$ cat src/ioexp_consts.vh
// Constants of the forty-line serial I/O expander.
// Assumes inclusion by bare name from the design file.
`ifndef IOEXP_CONSTS_VH
`define IOEXP_CONSTS_VH
`define IOEXP_SYS_CLK_NS 25
`define IOEXP_GLITCH_NS 50
`define IOEXP_FILT_CYC ((`IOEXP_GLITCH_NS + `IOEXP_SYS_CLK_NS - 1) / `IOEXP_SYS_CLK_NS)
`define IOEXP_ADDR_HIGH 4'h4
`define IOEXP_CMD_RESET 8'h80
`define IOEXP_CMD_AI_BIT 7
`define IOEXP_GRP_INPUT 3'h0
`define IOEXP_GRP_OUTPUT 3'h1
`define IOEXP_GRP_POLARITY 3'h2
`define IOEXP_GRP_CONFIG 3'h3
`define IOEXP_GRP_MASK 3'h4
`define IOEXP_LAST_BANK 3'h4
`define IOEXP_OUT_RESET 40'h0000000000
`define IOEXP_POL_RESET 40'h0000000000
`define IOEXP_CFG_RESET 40'hFFFFFFFFFF
`define IOEXP_MASK_RESET 40'hFFFFFFFFFF
`endif

$ cat src/ioexp_top.v
// Forty-line I/O expander behind a two-wire serial slave interface.
// Assumes serial pins, lines and straps arrive asynchronously to sys_clk;
// the surrounding pads resolve each open-drain and two-way pin from its enable.
`timescale 1ns/1ps
`default_nettype none
`include "ioexp_consts.vh"

// Overview of operation
// Forty lines in five banks of eight, each bank one byte.
// Each line individually configured as input or driven output.
// Output levels of a bank change at the acknowledge of its data byte.
// Per-input mask bit keeps that input from raising the interrupt.
// Per-line polarity bit inverts the value read back by the master.
// Open-drain interrupt pulled low while an unmasked input has changed.
// Only lines configured as inputs can raise the interrupt.
// Output enable high puts every output line into high impedance.
// Controller may pulse-width modulate output enable above 80 Hz.
// Reset makes all forty lines inputs, so none drives.
// Active-low reset returns every register and state to defaults.
// Three select inputs give eight distinct slave addresses.
// Slave works at both 100 kHz and 400 kHz bus clock.
// Serial input glitches under 50 ns are rejected.
// Last address bit one means read, zero means write.
// First byte after write address is the command; low six bits point.
// With auto-step set the pointer low bits advance, skipping reserved.
// Command byte resets to auto-step set, lower seven bits clear.
// Interrupt released on reading the bank, or input returning to read level.
module ioexp_top
(
  input wire sys_clk,
  input wire arst_n,
  input wire sclIn,
  input wire sdaIn,
  output reg sdaOut,
  output reg sdaOe,
  input wire slave_sel_bit0,
  input wire slave_sel_bit1,
  input wire slave_sel_bit2,
  input wire outEnableN,
  output reg intOut,
  output reg intOe,
  input wire [7:0] lineGroup0In,
  input wire [7:0] lineGroup1In,
  input wire [7:0] lineGroup2In,
  input wire [7:0] lineGroup3In,
  input wire [7:0] lineGroup4In,
  output reg [7:0] lineGroup0Out,
  output reg [7:0] lineGroup1Out,
  output reg [7:0] lineGroup2Out,
  output reg [7:0] lineGroup3Out,
  output reg [7:0] lineGroup4Out,
  output reg [7:0] lineGroup0Oe,
  output reg [7:0] lineGroup1Oe,
  output reg [7:0] lineGroup2Oe,
  output reg [7:0] lineGroup3Oe,
  output reg [7:0] lineGroup4Oe
);

  // 40 MHz sampling gives 100 cycles per 400 kHz bus period
  localparam integer FILT_CYC = `IOEXP_FILT_CYC;
  localparam [3:0] FILT_LAST = FILT_CYC[3:0] - 4'h1;
  localparam [8:0] ST_IDLE = 9'h001;
  localparam [8:0] ST_ADDR = 9'h002;
  localparam [8:0] ST_AACK = 9'h004;
  localparam [8:0] ST_CMD = 9'h008;
  localparam [8:0] ST_CACK = 9'h010;
  localparam [8:0] ST_WDAT = 9'h020;
  localparam [8:0] ST_WACK = 9'h040;
  localparam [8:0] ST_RDAT = 9'h080;
  localparam [8:0] ST_RACK = 9'h100;

  // Two-flop synchronisers for every asynchronous input
  wire [39:0] lineRaw = {lineGroup4In, lineGroup3In, lineGroup2In, lineGroup1In, lineGroup0In};
  wire [5:0] miscRaw = {outEnableN, slave_sel_bit2, slave_sel_bit1, slave_sel_bit0, sdaIn, sclIn};
  reg [39:0] lineMeta_q;
  reg [39:0] lineSync_q;
  reg [5:0] miscMeta_q;
  reg [5:0] miscSync_q;

  always @(posedge sys_clk or negedge arst_n)
  begin
    if (!arst_n)
    begin
      lineMeta_q <= 40'h0000000000;
      lineSync_q <= 40'h0000000000;
      miscMeta_q <= 6'h23;
      miscSync_q <= 6'h23;
    end
    else
    begin
      lineMeta_q <= lineRaw;
      lineSync_q <= lineMeta_q;
      miscMeta_q <= miscRaw;
      miscSync_q <= miscMeta_q;
    end
  end

  // Glitch filter: a level is accepted only after it holds for the filter width
  // One level register per pin, so each has a single driver
  wire [1:0] busFilt;
  genvar gi;
  generate
    for (gi = 0; gi < 2; gi = gi + 1)
    begin : gFilt
      reg [3:0] holdCnt_q;
      reg level_q;
      assign busFilt[gi] = level_q;
      always @(posedge sys_clk or negedge arst_n)
      begin
        if (!arst_n)
        begin
          holdCnt_q <= 4'h0;
          level_q <= 1'b1;
        end
        else if (miscSync_q[gi] == level_q)
          holdCnt_q <= 4'h0;
        else if (holdCnt_q == FILT_LAST)
        begin
          holdCnt_q <= 4'h0;
          level_q <= miscSync_q[gi];
        end
        else
          holdCnt_q <= holdCnt_q + 4'h1;
      end
    end
  endgenerate

  reg sclPrev_q;
  reg sdaPrev_q;
  wire scl = busFilt[0];
  wire sda = busFilt[1];
  wire sclRise = scl & ~sclPrev_q;
  wire sclFall = ~scl & sclPrev_q;
  wire startCond = scl & sclPrev_q & sdaPrev_q & ~sda;
  wire stopCond = scl & sclPrev_q & ~sdaPrev_q & sda;
  wire [6:0] myAddr = {`IOEXP_ADDR_HIGH, miscSync_q[4:2]};

  // Device registers, one bit per line
  reg [39:0] outReg_q;
  reg [39:0] polReg_q;
  reg [39:0] cfgReg_q;
  reg [39:0] maskReg_q;
  reg [39:0] lastRead_q;
  reg [7:0] cmd_q;
  reg [2:0] primeSh_q;

  reg [8:0] state_q;
  reg [3:0] bitCnt_q;
  reg [7:0] shift_q;
  reg [7:0] txByte_q;
  reg readDir_q;
  reg wrAccept_q;

  wire [2:0] ptrGrp = cmd_q[5:3];
  wire [2:0] ptrBank = cmd_q[2:0];
  wire [7:0] rxByte = shift_q;
  wire [39:0] readIn = lineSync_q ^ polReg_q;

  // Pointer after one byte, wrapping past the reserved banks
  function [2:0] stepBank;
    input [2:0] bank;
    input autoStep;
    begin
      if (!autoStep)
        stepBank = bank;
      else if (bank >= `IOEXP_LAST_BANK)
        stepBank = 3'h0;
      else
        stepBank = bank + 3'h1;
    end
  endfunction

  function [7:0] readByte;
    input [2:0] grp;
    input [2:0] bank;
    input [39:0] inV;
    input [39:0] outV;
    input [39:0] polV;
    input [39:0] cfgV;
    input [39:0] mskV;
    begin
      readByte = 8'h00;
      if (bank <= `IOEXP_LAST_BANK)
      begin
        case (grp)
          `IOEXP_GRP_INPUT: readByte = inV[bank * 8 +: 8];
          `IOEXP_GRP_OUTPUT: readByte = outV[bank * 8 +: 8];
          `IOEXP_GRP_POLARITY: readByte = polV[bank * 8 +: 8];
          `IOEXP_GRP_CONFIG: readByte = cfgV[bank * 8 +: 8];
          `IOEXP_GRP_MASK: readByte = mskV[bank * 8 +: 8];
          default: readByte = 8'h00;
        endcase
      end
    end
  endfunction

  wire [2:0] nextBank = stepBank(ptrBank, cmd_q[`IOEXP_CMD_AI_BIT]);
  wire [7:0] curRead = readByte(ptrGrp, ptrBank, readIn, outReg_q, polReg_q, cfgReg_q, maskReg_q);
  wire [7:0] nextRead = readByte(ptrGrp, nextBank, readIn, outReg_q, polReg_q, cfgReg_q,
    maskReg_q);
  // Input banks are read-only, so a write there is not acknowledged
  wire wrValid = (ptrBank <= `IOEXP_LAST_BANK) && (ptrGrp != `IOEXP_GRP_INPUT) &&
    (ptrGrp <= `IOEXP_GRP_MASK);
  wire [2:0] loadBank = (state_q == ST_AACK) ? ptrBank : nextBank;
  wire inputLoad = (ptrGrp == `IOEXP_GRP_INPUT) && (loadBank <= `IOEXP_LAST_BANK) &&
    (((state_q == ST_AACK) && sclFall && readDir_q) ||
    ((state_q == ST_RACK) && sclRise && !sda));

  // Serial slave engine
  always @(posedge sys_clk or negedge arst_n)
  begin
    if (!arst_n)
    begin
      state_q <= ST_IDLE;
      bitCnt_q <= 4'h0;
      shift_q <= 8'h00;
      txByte_q <= 8'h00;
      readDir_q <= 1'b0;
      wrAccept_q <= 1'b0;
      sdaOe <= 1'b0;
      sdaOut <= 1'b0;
      sclPrev_q <= 1'b1;
      sdaPrev_q <= 1'b1;
      cmd_q <= `IOEXP_CMD_RESET;
      outReg_q <= `IOEXP_OUT_RESET;
      polReg_q <= `IOEXP_POL_RESET;
      cfgReg_q <= `IOEXP_CFG_RESET;
      maskReg_q <= `IOEXP_MASK_RESET;
    end
    else
    begin
      sclPrev_q <= scl;
      sdaPrev_q <= sda;
      sdaOut <= 1'b0;
      if (stopCond)
      begin
        state_q <= ST_IDLE;
        sdaOe <= 1'b0;
      end
      else if (startCond)
      begin
        state_q <= ST_ADDR;
        bitCnt_q <= 4'h0;
        sdaOe <= 1'b0;
      end
      else if (sclRise)
      begin
        case (state_q)
          ST_ADDR, ST_CMD, ST_WDAT:
          begin
            shift_q <= {shift_q[6:0], sda};
            bitCnt_q <= bitCnt_q + 4'h1;
          end
          ST_RDAT:
            bitCnt_q <= bitCnt_q + 4'h1;
          ST_RACK:
          begin
            if (!sda)
            begin
              cmd_q[2:0] <= nextBank;
              txByte_q <= nextRead;
              bitCnt_q <= 4'h0;
              state_q <= ST_RDAT;
            end
            else
              state_q <= ST_IDLE;
          end
          default:
            state_q <= state_q;
        endcase
      end
      else if (sclFall)
      begin
        case (state_q)
          ST_ADDR:
          begin
            if (bitCnt_q == 4'h8)
            begin
              if (shift_q[7:1] == myAddr)
              begin
                readDir_q <= shift_q[0];
                sdaOe <= 1'b1;
                state_q <= ST_AACK;
              end
              else
                state_q <= ST_IDLE;
            end
          end
          ST_AACK:
          begin
            bitCnt_q <= 4'h0;
            if (readDir_q)
            begin
              txByte_q <= curRead;
              sdaOe <= ~curRead[7];
              state_q <= ST_RDAT;
            end
            else
            begin
              sdaOe <= 1'b0;
              state_q <= ST_CMD;
            end
          end
          ST_CMD:
          begin
            if (bitCnt_q == 4'h8)
            begin
              cmd_q <= rxByte;
              sdaOe <= 1'b1;
              state_q <= ST_CACK;
            end
          end
          ST_CACK:
          begin
            sdaOe <= 1'b0;
            bitCnt_q <= 4'h0;
            state_q <= ST_WDAT;
          end
          ST_WDAT:
          begin
            if (bitCnt_q == 4'h8)
            begin
              wrAccept_q <= wrValid;
              sdaOe <= wrValid;
              state_q <= ST_WACK;
              if (wrValid)
              begin
                case (ptrGrp)
                  `IOEXP_GRP_OUTPUT: outReg_q[ptrBank * 8 +: 8] <= rxByte;
                  `IOEXP_GRP_POLARITY: polReg_q[ptrBank * 8 +: 8] <= rxByte;
                  `IOEXP_GRP_CONFIG: cfgReg_q[ptrBank * 8 +: 8] <= rxByte;
                  default: maskReg_q[ptrBank * 8 +: 8] <= rxByte;
                endcase
              end
            end
          end
          ST_WACK:
          begin
            sdaOe <= 1'b0;
            bitCnt_q <= 4'h0;
            if (wrAccept_q)
              cmd_q[2:0] <= nextBank;
            state_q <= ST_WDAT;
          end
          ST_RDAT:
          begin
            if (bitCnt_q == 4'h8)
            begin
              sdaOe <= 1'b0;
              state_q <= ST_RACK;
            end
            else
              sdaOe <= ~txByte_q[3'h7 - bitCnt_q[2:0]];
          end
          default:
            state_q <= state_q;
        endcase
      end
    end
  end

  // Change detection against the level last read by the master
  wire [39:0] changed = (lineSync_q ^ lastRead_q) & cfgReg_q & ~maskReg_q;

  always @(posedge sys_clk or negedge arst_n)
  begin
    if (!arst_n)
    begin
      primeSh_q <= 3'h0;
      lastRead_q <= 40'h0000000000;
      intOe <= 1'b0;
      intOut <= 1'b0;
    end
    else
    begin
      primeSh_q <= {primeSh_q[1:0], 1'b1};
      intOut <= 1'b0;
      // Reference follows the pins until the synchronisers hold real levels,
      // so the reset value of the sync flops cannot fake a change
      if (!primeSh_q[2])
        lastRead_q <= lineSync_q;
      else if (inputLoad)
        lastRead_q[loadBank * 8 +: 8] <= lineSync_q[loadBank * 8 +: 8];
      intOe <= primeSh_q[2] && (|changed);
    end
  end

  // Line drivers: output enable pin gates every configured output
  wire outAllowed = ~miscSync_q[5];
  wire [39:0] lineOeNext = ~cfgReg_q & {40{outAllowed}};

  always @(posedge sys_clk or negedge arst_n)
  begin
    if (!arst_n)
    begin
      {lineGroup4Out, lineGroup3Out, lineGroup2Out, lineGroup1Out, lineGroup0Out} <=
        `IOEXP_OUT_RESET;
      {lineGroup4Oe, lineGroup3Oe, lineGroup2Oe, lineGroup1Oe, lineGroup0Oe} <=
        40'h0000000000;
    end
    else
    begin
      {lineGroup4Out, lineGroup3Out, lineGroup2Out, lineGroup1Out, lineGroup0Out} <=
        outReg_q;
      {lineGroup4Oe, lineGroup3Oe, lineGroup2Oe, lineGroup1Oe, lineGroup0Oe} <=
        lineOeNext;
    end
  end


endmodule // ioexp_top
`default_nettype wire

$ cat config.mk
export PLATFORM = sky130hd
export DESIGN_NAME = ioexp_top
export DESIGN_NICKNAME = d
export VERILOG_FILES = /design/src/ioexp_top.v
export VERILOG_INCLUDE_DIRS = /design/src
export SDC_FILE = /design/constraint.sdc
export NUM_CORES = 1
export LEC_CHECK = 0
export BUFFER_PORTS_ARGS = -buffer_cell sky130_fd_sc_hd__buf_2
export CAP_MARGIN = 0
export CORE_MARGIN = 8
export CORE_UTILIZATION = 30
export CTS_BUF_LIST = sky130_fd_sc_hd__clkbuf_16
export CTS_CLUSTER_DIAMETER = 80
export DETAILED_ROUTE_END_ITERATION = 7
export PLACE_DENSITY = 0.44
export SKIP_LAST_GASP = 1
export SLEW_MARGIN = 30
export SYNTH_ARGS = -nofsm -noshare
export SYNTH_HDL_FRONTEND = slang
export SYNTH_SLANG_ARGS = --single-unit
$ cat constraint.sdc
create_clock -name sys_clk -period 4.22 [get_ports sys_clk]
set_clock_uncertainty 0.05 [all_clocks]
set_input_delay 1.266 -clock sys_clk [delete_from_list [all_inputs] [get_ports sys_clk]]
set_output_delay 1.266 -clock sys_clk [all_outputs]
set_load 0.01 [all_outputs]
# Word-level counts from Yosys, hierarchy flattened
# Cells that the tools add are included.
# Widths: inputs -> output; s select.
dict set report op_classes {
  n_addsub 7
  n_lt_le_gt_ge 6
  eq_ne 35
  n_shift 15
  muxes 63
  n_bitwise 27
  n_reduce_logical 44
}
# operator n
set ops {}
lappend ops {{$shiftx 40x7->8} 11}
lappend ops {{$bwmux 40} 5}
lappend ops {{$and 40x40->40} 3}
lappend ops {{$mux 9} 9}
lappend ops {{$mux 40} 2}
lappend ops {{$mux 8} 10}
lappend ops {{$not 40->40} 2}
lappend ops {{$pmux 8 s5} 2}
lappend ops {{$shift 8x34->40 const A} 2}
lappend ops {{$shiftx 8x34->40} 2}
lappend ops {{$xor 40x40->40} 2}
lappend ops {{$neg 6->34} 2}
lappend ops {{$pmux 9 s6} 1}
lappend ops {{$reduce_and 8->1} 5}
lappend ops {{$reduce_or 40->1} 1}
lappend ops {{$mux 4} 9}
lappend ops {{$mux 3} 10}
lappend ops {{$reduce_and 7->1} 4}
lappend ops {{$ne 4x4->1 const B} 5}
lappend ops {{$ne 5x5->1 const B} 4}
lappend ops {{$reduce_bool 3->1} 5}
lappend ops {{$not 1->1} 13}
lappend ops {{$add 4x1->4 const B} 3}
lappend ops {{$le 3x3->1 const B} 4}
lappend ops {{other kinds (46)} 81}
dict set report word_totals {
  regBits 428
  input_bits 48
  output_inout_bits 84
  word_cells 233
}

# Depth between registers and ports, before layout
# Gate-level depths: netlist of the first run.
dict set report depth {
  depth_word 11
  depth_mapped 18
  ltp_nobuf 15
}

# Worst setup path before layout of the first run
# No wires, ideal clock.
dict set report synth_path {
  kind {reg-to-reg}
  start {reg cmd_q[0]}
  end {reg lastRead_q[16]}
  setup_time_ns 0.125
  arrival_time_ns 3.764
  t_required_ns 4.045
  slack_ns 0.281
  path_stages_with_launch 19
  path_buffers 3
  period_less_slack_ns 3.939
  cell_sequence {dfrtp_1 clkbuf_1 inv_1 buf_1 ha_1 ha_1 nor3b_1 nand2_1 o21ai_0 nand2b_1 a21boi_0 inv_1 ha_1 nand2b_1 a21oi_1 and4b_1 clkbuf_1 a21oi_1 mux2_2}
}
dict set report synth_via {
  elab_chain_cells 9
  elab_cells_between_ends 16
  classes_between {add/sub (2); order compare (2); eq/ne (1); shift (3); mux (6); reduce/logical (2)}
}
# item line_no
set synth_lines {}
lappend synth_lines {{from (decl)} ioexp_top.v:144} ;# reg [7:0] cmd_q;
lappend synth_lines {{from (signal assigned)} ioexp_top.v:224} ;# cmd_q <= `IOEXP_CMD_RESET;
lappend synth_lines {{from (signal assigned)} ioexp_top.v:260} ;# cmd_q[2:0] <= nextBank;
lappend synth_lines {{from (signal assigned)} ioexp_top.v:308} ;# cmd_q <= rxByte;
lappend synth_lines {{$add 3x1->3 or $ge 3x3->1 (tied branches)} n/a}
lappend synth_lines {{$mux 3} ioexp_top.v:166} ;# else if (bank >= `IOEXP_LAST_BANK)
lappend synth_lines {{$mux 3} ioexp_top.v:164} ;# if (!autoStep)
lappend synth_lines {{$mux 3 *} ioexp_top.v:204} ;# wire [2:0] loadBank = (state_q == ST_AACK) ? ptrBank : nextBank;
lappend synth_lines {{$shiftx 40x7->8 or $neg 6->34 (tied branches)} ioexp_top.v:383} ;# lastRead_q[loadBank * 8 +: 8] <= lineSync_q[loadBank * 8 +: 8];
lappend synth_lines {{$shiftx 8x34->40 or $shift 8x34->40 (tied branches)} ioexp_top.v:383}
lappend synth_lines {{$bwmux 40} ioexp_top.v:383}
lappend synth_lines {{$mux 40} ioexp_top.v:382} ;# else if (inputLoad)
lappend synth_lines {{$mux 40} ioexp_top.v:380} ;# if (!primeSh_q[2])
lappend synth_lines {{to (signal assigned)} ioexp_top.v:381} ;# lastRead_q <= lineSync_q;
lappend synth_lines {{to (signal, indexed assignment)} ioexp_top.v:383}
lappend synth_lines {{to (decl)} ioexp_top.v:143} ;# reg [39:0] lastRead_q;
# Every way passes the cells marked *; elsewhere a longest branch is shown, timed or not. The select of a mux whose other input is x is not followed.
# A chain may end at the register's enable or synchronous reset.

# Worst setup path after layout of the first run
dict set report layout_path {
  start {reg cmd_q[1]}
  end {reg lastRead_q[22]}
}
# Same word-level chain as after synthesis.

==> results of run 1 <==
-- sequential cells by signal, summed over array words and instances (netlist names), 9 cells and up --
signal / cells
outReg_q: 40
state_q: 9
lineSync_q: 40
lastRead_q: 40
maskReg_q: 40
cfgReg_q: 40
lineMeta_q: 40
polReg_q: 40
-- path summary, 6_finish.rpt --
| check | from | to | slack [ps] | cells after the start |
|---|---|---|---|---|
| max in group asynchronous | arst_n | lineGroup0Out[7] | 2500 | 3 |
| worst max register to register | cmd_q[1] | lastRead_q[22] | 520 | 16 |
| worst min register to register | lineMeta_q[23] | lineSync_q[23] | 300 | 0 |
| worst max-delay path | cmd_q[1] | lastRead_q[22] | 520 | 16 |
| min in group asynchronous | arst_n | gFilt[0].holdCnt_q[2] | 470 | 1 |
| worst min-delay path | lineMeta_q[23] | lineSync_q[23] | 300 | 0 |
-- power by group through the flow --
stage / registers (mW) / clock network (mW) / logic (mW)
6_report: 4.57 / 4.62 / 1.19
5_1_grt: 4.60 / 4.92 / 1.32
4_1_cts: 4.58 / 4.76 / 1.20
3_5_place_dp: 4.65 / 0 / 1.19
3_3_place_gp: 4.64 / 0 / 1.18
2_1_floorplan: 4.49 / 0 / 0.725
-- cells in the mapped netlist (all sizes together), types with 11 or more instances --
| cell type | n | area share [%] |
|---|---|---|
| a21oi | 83 | 2.0 |
| and2 | 18 | 0.55 |
| buf | 23 | 0.58 |
| clkbuf | 89 | 1.6 |
| dfrtp | 335 | 41 |
| dfstp | 92 | 12 |
| ha | 17 | 1.0 |
| inv | 55 | 1.0 |
| mux2 | 191 | 10 |
| mux2i | 66 | 3.3 |
| nand2 | 108 | 2.0 |
| nand2b | 37 | 1.1 |
| nand3 | 48 | 1.2 |
| nand3b | 11 | 0.40 |
| nand4 | 15 | 0.46 |
| nor2 | 126 | 2.4 |
| nor2b | 23 | 0.70 |
| nor3 | 32 | 0.89 |
| nor3b | 50 | 1.8 |
| nor4 | 13 | 0.43 |
| o211ai | 13 | 0.47 |
| o21ai | 65 | 1.6 |
| o221a | 12 | 0.66 |
| o221ai | 33 | 1.4 |
| o22ai | 14 | 0.43 |
| o32ai | 15 | 0.64 |
| xnor2 | 54 | 2.3 |
| xor2 | 30 | 1.3 |
-- per-layer routing --
layer / global-route usage [%] / part of all wire, % / up-vias
met2: 34.1 / 48 / 532
met5: 0 / 0.016 / -
met3: 3.10 / 5.0 / 142
met4: 7.31 / 3.8 / 2
met1: 27.2 / 43 / 8039
li1: - / - / 6978
-- through the flow --
stage	hold slack, ps	util (%)	worst slack [ps]	cell area, um2	total power, mW
2_1_floorplan	281	-	281	20600	5.22
3_3_place_gp	284	33.4	661	22800	5.82
3_5_place_dp	285	33.4	614	22800	5.84
4_1_cts	298	35.9	596	24500	10.5
5_1_grt	302	36.0	265	24500	10.8
6_report	295	36.0	524	24500	10.4
-- area by class of cell --
type	instances	area [um2]
Antenna cell	1	2.50
Clock buffer	51	1280
Clock inverter	43	472
Fill cell	6880	43700
Inverter	55	206
Multi-Input combinational cell	1240	9140
Sequential cell	427	10800
Tap cell	882	1100
Timing Repair Buffer	228	1530
-- critical path, stage by stage (launching register included) --
cell	delay, ps
dfrtp_1	350
inv_1	100
ha_1	250
ha_1	230
nor3b_1	250
nand2_1	80
o21ai_0	100
nand2b_1	130
a21boi_0	390
buf_4	200
inv_1	40
ha_1	200
nand2b_1	220
a21oi_1	240
and4b_1	390
a21oi_1	110
mux2_2	270
-- logic make-up (layout without fill, tap and decap cells) --
group,count (synthesis),in the layout,share of synthesized area (%)
AO/OA/AOI/OAI,347,347,11.8
XOR/XNOR,84,84,3.57
adder cells (fa/ha/maj),17,17,1.03
buffers and inverters,167,377,3.20
flip-flops,427,427,52.4
multiplexers,261,261,14.1
other,2,4,0.0365
AND/OR/NAND/NOR,528,528,13.8
==> flow_summary_export.csv, run 1 <==
group,metric,value,unit
min_path,hp-class,"flip-flop to flip-flop",
cts,clkLatencyLatePin,610,ps
floorplan,rows,96,
placement,place_inst,2831,
cts,clock_sinks,427,
sta,hold_viol,0,
sta,setup-tns-final,0,ps
placement,routabilityCongestion,0.921,
cts,cts_root_buffer,"clkbuf_16",
global_routing,grt_start_max_net_pins,87,
floorplan,die_h,278,um
route,dr.first_iter.drc_count,1417,
setup_path,crit_fanout,6,
setup_path,crit_path_start_kind,"flip-flop",
cts,clk_pin_slew_worst_paths,70,ps
synthesis,ys_seq_area_share,52.4,%
pwr,p_sw_share,27.6,%
layout,final_cell_mix,"dfrtp_1 (331), mux2_2 (191), buf_2 (128), nor2_1 (122), nand2_1 (108)",
job,cap_viol_max_count,0,
global_routing,grt_first_pass_wirelength,118,mm
setup_path,crit_type,"flip-flop to flip-flop",
layout,post_layout_nonfiller_instances,2927,
route,avgViaCountPerCell,5.36,
synthesis,synthFlopType,"dfrtp_1",
floorplan,die_w,278,um
setup_path,cp-end-kind,"flip-flop",
pwr,p_per_area,423,mW/mm2
pwr,intPower,7.51,mW
synthesis,synth_cell_type_count,83,
synthesis,netlist_area,0.0206,mm2
route,route.detailed.drc,0,
cts,holdBufCountCts,0,
layout,nets,2067,
sta,fin_crit_sh,87.6,%
layout,synthToLayoutAreaGrowth,19.2,%
sta,max-slew-margin-rel,30.6,%
pwr,ir_worst_vdd,0.000257,V
global_routing,grt_overflow,0,
setup_path,crit_required,4660,ps
pwr,pwr-share-clk,44.5,%
pwr,power_frac_comb,11.5,%
floorplan,core_area,0.0682,mm2
sta,final.min_clock_period,3700,ps
synthesis,synthCells,1833,
status,outcome,"finished, final reports clean",
route,vias,15700,
cts,cts_buffers,50,
sta,rsz0062_at_grt,"no",
global_routing,grt_pass1_vias,16100,
placement,dp_hpwl,60.6,mm
sta,worst-slew-pin-transition,1030,ps
cts,cts_tree,"yes",
setup_path,arrival,4140,ps
pwr,seq_power_share,44.1,%
layout,layout_commonest_cell,"dfrtp_1",
sta,timing.final.max_slew_violations,0,
global_routing,grt_usage,20.6,%
cts,post_cts_buffers,0,
synthesis,synth_enable_flop_cells,0,
pwr,p_sw,2.87,mW
route,drt-total-wl,80.7,mm
synthesis,async_flop_share,100,%
cts,clock_path_buffers,3,
synthesis,ys_seq_elements,427,
layout,drive_gt1_share,31.4,%
cts,htree_num_levels,2,
pwr,leakagePower,10.7,nW
floorplan,die-area,0.0773,mm2
route,antenna_left,0,
cts,post_cts_resized,0,
route,drt_pass1_iterations,5,
sta,setup_viol,0,
floorplan,ios,132,
route,wire_per_inst,27.6,um
synthesis,yosysWarnings,0,
floorplan,start_util,30.2,%
synthesis,syn-mean-instance-area,11.2,um2
global_routing,antenna_found_initial,3,
sta,max_freq,271,MHz
placement,io_buffers,129,
Power figures use the tool's default switching activity.
==> inputs of run 2 (changes only) <==
RECOVER_POWER = 100   (was unset)
==> flow_summary_export.csv, run 2 (synthesis gave the netlist of run 1 again) <==
group,metric,value,unit
min_path,hp-class,"flip-flop to flip-flop",
setup_path,critical_path_buf_inv_count,2,
cts,cts_buffers,50,
layout,nets,2067,
global_routing,grt_start_max_net_pins,87,
placement,routabilityCongestion,0.921,
route,wire_per_inst,27.6,um
pwr,p_per_area,427,mW/mm2
cts,post_cts_resized,0,
sta,max_freq,251,MHz
layout,stdcell_area,0.0243,mm2
setup_path,cp_top_family,"compound AO/OA/AOI/OAI gates",
floorplan,core_area,0.0682,mm2
cts,clk_pin_slew_worst_paths,60,ps
global_routing,grt_pass1_vias,16100,
layout,synthToLayoutAreaGrowth,17.8,%
setup_path,cp-end-kind,"flip-flop",
sta,setup-tns-final,0,ps
pwr,leakagePower,10.3,nW
route,route.detailed.drc,0,
route,drt_pass1_iterations,7,
placement,place_area,0.0228,mm2
layout,drive_gt1_share,25.7,%
status,violations,"capacitance limit, slew limit",
cts,clkLatencyLatePin,610,ps
sta,max-slew-margin-rel,-3.54,%
cts,cts_root_buffer,"clkbuf_16",
sta,setup_viol,0,
sta,hold_viol,0,
pwr,power,10.4,mW
layout,layout_commonest_cell,"dfrtp_1",
cts,clock_sinks,427,
placement,io_buffers,129,
route,avgViaCountPerCell,5.36,
sta,rsz0062_at_grt,"no",
global_routing,antenna_found_initial,3,
status,outcome,"finished, violations left",
route,antenna_left,0,
setup_path,cpMostUsedCell,"a21oi_1",
setup_path,crit_required,4640,ps
route,vias,15700,
cts,holdBufCountCts,0,
floorplan,ios,132,
setup_path,crit_chain,"clkbuf_2 -> nor2_1 -> buf_12 -> a21oi_1 -> a21oi_1 -> a221oi_1 -> a211oi_1 -> nor4b_1 -> nor3_1",
setup_path,arrival,4400,ps
global_routing,grt_usage,20.6,%
pwr,ir_worst_vdd,0.000258,V
cts,clock_path_buffers,3,
sta,worst-slew-pin-transition,1550,ps
setup_path,max_stage_delay,950,ps
route,drt-total-wl,80.8,mm
job,cap_viol_max_count,1,
placement,dp_hpwl,60.6,mm
setup_path,crit_path_start_kind,"flip-flop",
setup_path,crit_type,"flip-flop to flip-flop",
floorplan,rows,96,
setup_path,slowest_stage,"dfrtp_1",
global_routing,grt_first_pass_wirelength,118,mm
layout,final_cell_mix,"dfrtp_1 (332), mux2_2 (191), nor2_1 (122), nand2_1 (108), clkbuf_1 (107)",
cts,post_cts_buffers,0,
route,dr.first_iter.drc_count,1359,
floorplan,die_w,278,um
setup_path,crit_fanout,27,
floorplan,die_h,278,um
global_routing,grt_overflow,0,
cts,htree_num_levels,2,
floorplan,start_util,30.2,%
sta,timing.final.max_slew_violations,28,
cts,cts_tree,"yes",
floorplan,die-area,0.0773,mm2
sta,final.min_clock_period,3980,ps
sta,fin_crit_sh,94.3,%
[run 2: cell types whose count changed in the layout (fill, tap and decap cells not counted), sizes merged]
cell / change
buf: -113
clkbuf: +113
diode: +1
[run 2: worst paths after layout]
kind	from	endpoint	slack [ps]	cells past startpoint
max in group asynchronous	arst_n	lineGroup0Out[7]	750	3
setup reg to reg	cmd_q[4]	txByte_q[6]	240	9
hold reg to reg	lineMeta_q[23]	lineSync_q[23]	300	0
hold / removal	lineMeta_q[23]	lineSync_q[23]	300	0
min in group asynchronous	arst_n	gFilt[0].holdCnt_q[2]	1000	1
setup / recovery	cmd_q[4]	txByte_q[6]	240	9
[run 2: cell type report]
| class | instances | area [um2] |
|---|---|---|
| flip-flops and latches | 427 | 10800 |
| multi-input cells | 1240 | 9090 |
| fillers | 6919 | 44000 |
| clock inverters | 43 | 472 |
| repair buffers | 228 | 1290 |
| diodes | 2 | 5.00 |
| inverters | 55 | 206 |
| clock buffers | 51 | 1280 |
| well taps | 882 | 1100 |
[run 2: layer usage]
metal | vias to the layer above | global-route usage [%] | share of wire, %
met4 | 2 | 7.31 | 4.1
met2 | 477 | 34.1 | 48
li1 | 6977 | - | -
met5 | - | 0 | 0.016
met3 | 150 | 3.10 | 4.8
met1 | 8101 | 27.2 | 44
[run 2: worst reg2reg max path: cells and delay by family (launching register included)]
family	cells	cell delay, ps
AOI/OAI and AO/OA	4	1100
buffers and inverters	2	980
DFF	1	950
and+or+nand+nor	3	770
[run 2: power breakdown]
group          leakage [nW]  internal [mW]  total (mW)  switching (mW)
registers              5.23           4.30        4.57           0.271
clock network         0.886           2.76        4.63            1.86
logic                  4.21          0.433        1.17           0.734
[run 2: metrics by stage]
step	util (%)	hold WS, ps	worst slack [ps]	std cells
6_report	35.6	295	240	2928
4_1_cts	35.9	298	596	2925
3_3_place_gp	33.4	284	661	2831
3_5_place_dp	33.4	285	614	2831
5_1_grt	35.5	302	147	2926
2_1_floorplan	-	281	281	1834
==> inputs of run 3 (changes only) <==
BUFFER_PORTS_ARGS = unset   (was -buffer_cell sky130_fd_sc_hd__buf_2)
DONT_BUFFER_PORTS = 1   (was unset)
PLACE_DENSITY = 0.42   (was 0.44)
==> flow_summary_export.csv, run 3 (synthesis gave the netlist of run 1 again) <==
group,metric,value,unit
status,outcome,"finished, violations left",
status,violations,"slew limit",
placement,place_area,0.0220,mm2
sta,fin_crit_sh,95.9,%
placement,dp_hpwl,60.0,mm
sta,hold_viol,0,
pwr,leakagePower,9.96,nW
pwr,pwr-share-clk,44.7,%
sta,rsz0062_at_grt,"no",
min_path,hold_depth,0,
pwr,p_per_area,430,mW/mm2
setup_path,crit_fanout,25,
cts,cts_buffers,52,
pwr,seq_power_share,45.5,%
layout,n_fill_cell,6849,
pwr,p_sw,2.77,mW
cts,clock_sinks,427,
pwr,ir_worst_vdd,0.000244,V
placement,routabilityCongestion,0.904,
sta,max_freq,247,MHz
sta,timing.final.max_slew_violations,274,
route,wire_per_inst,29.2,um
floorplan,start_util,30.2,%
setup_path,crit_path_start_kind,"flip-flop",
global_routing,grt_pass1_vias,15800,
global_routing,grt.busiest_layer,"met2",
layout,antenna_cells,0,
floorplan,die_w,278,um
setup_path,crit_required,4640,ps
cts,cts_tree,"yes",
route,avgViaCountPerCell,5.45,
setup_path,worstRegToRegCells,9,
sta,worst-slew-pin-transition,2230,ps
cts,htree_num_levels,2,
floorplan,rows,96,
route,drt_pass1_iterations,5,
global_routing,grt_usage,20.7,%
cts,holdBufCountCts,0,
layout,synthToLayoutAreaGrowth,14.3,%
layout,nets,1928,
layout,drive_gt1_share,24.6,%
global_routing,grtUsageMet1,27.5,%
route,drt-total-wl,81.5,mm
route,route.detailed.drc,0,
setup_path,cp-end-kind,"flip-flop",
sta,final.min_clock_period,4050,ps
setup_path,r2r-end,"txByte_q[5]",
global_routing,met2_usage,34.3,%
floorplan,die_h,278,um
min_path,min_to,"primeSh_q[1]",
setup_path,crit_type,"flip-flop to flip-flop",
floorplan,die-area,0.0773,mm2
global_routing,grt_start_max_net_pins,428,
route,dr.first_iter.drc_count,1187,
min_path,hp-start,"primeSh_q[0]",
min_path,hp-class,"flip-flop to flip-flop",
route,vias,15200,
global_routing,grt_overflow,0,
setup_path,arrival,4470,ps
global_routing,grt_use_met3,3.28,%
cts,cts_root_buffer,"clkbuf_16",
cts,post_cts_resized,0,
route,antenna_left,0,
setup_path,ff2ff_setup_slack,170,ps
cts,clkLatencyLatePin,610,ps
cts,post_cts_buffers,0,
sta,fin_ws,172,ps
cts,clk_pin_slew_worst_paths,60,ps
floorplan,ios,132,
pwr,intPower,7.34,mW
global_routing,antenna_found_initial,3,
sta,setup_viol,0,
layout,layout_commonest_cell,"dfrtp_1",
floorplan,core_area,0.0682,mm2
setup_path,reg2reg_from,"cmd_q[4]",
sta,max-slew-margin-rel,-48.6,%
layout,stdcell_area,0.0235,mm2
job,cap_viol_max_count,0,
pwr,power_frac_comb,9.9,%
pwr,p_sw_share,27.4,%
placement,io_buffers,0,
sta,setup-tns-final,0,ps
layout,finish.utilization,34.5,%
global_routing,grt_first_pass_wirelength,119,mm
placement,pre_cts_ws,434,ps
layout,final_cell_mix,"dfrtp_1 (331), mux2_2 (190), nor2_1 (124), nand2_1 (108), dfstp_2 (89)",
cts,clock_path_buffers,3,
## run 3: cell types whose count changed in the layout (fill, tap and decap cells not counted), moves of 3 or more
cell / change
buf_2: -46
buf_12: -7
clkbuf_1: -86
clkinvlp_4: +3
bufinv_16: -3
inv_6: -3
## run 3: through the flow
stage                     power [mW]  hold slack [ps]  instances
after floorplan                 5.22              281       1834
after global placement          5.68              282       2691
after detailed placement        5.70              285       2691
after CTS                       10.3              297       2789
after global routing            10.6              285       2789
final                           10.1              294       2789
## run 3: critical path, stage by stage (launching register included)
cell	delay [ps]
dfrtp_2	660
buf_4	420
or2_1	1060
a21oi_1	170
nor4_1	530
clkbuf_1	310
mux2i_1	150
a221o_1	370
nand2_1	70
o211ai_1	80
## run 3: worst max path at each step
stage                     start              to  slack [ps]  cells after the start
2_1_floorplan          cmd_q[0]  lastRead_q[16]         280                     18
3_3_place_gp           cmd_q[1]  lastRead_q[21]         520                     17
3_5_place_dp           cmd_q[1]  lastRead_q[21]         430                     17
4_1_cts                cmd_q[1]  lastRead_q[17]         430                     17
5_1_grt        gFilt[1].level_q    outReg_q[10]          90                     10
6_report               cmd_q[4]     txByte_q[5]         170                      9
## run 3: routing by layer
layer / wire length (um) / up-vias
met4: 2940 / 2
met3: 3710 / 137
met1: 36100 / 7930
met2: 38800 / 456
li1: - / 6672
met5: 14 / -
## run 3: power by group through the flow
stage / Clock (mW) / Combinational (mW) / Sequential [mW]
4_1_cts: 4.66 / 1.02 / 4.61
3_5_place_dp: 0 / 1.02 / 4.68
5_1_grt: 4.82 / 1.11 / 4.62
6_report: 4.52 / 0.999 / 4.60
2_1_floorplan: 0 / 0.725 / 4.49
3_3_place_gp: 0 / 1.01 / 4.67
## run 3: layout make-up
cell class                      count  area (um2)  share of cell area, %
Clock buffer                       53        1330                   5.63
Tap cell                          882        1100                   4.69
Multi-Input combinational cell   1240        9090                   38.6
Timing Repair Buffer               87         589                   2.50
Sequential cell                   427       10800                   45.9
Inverter                           55         206                  0.877
Clock inverter                     45         414                   1.76
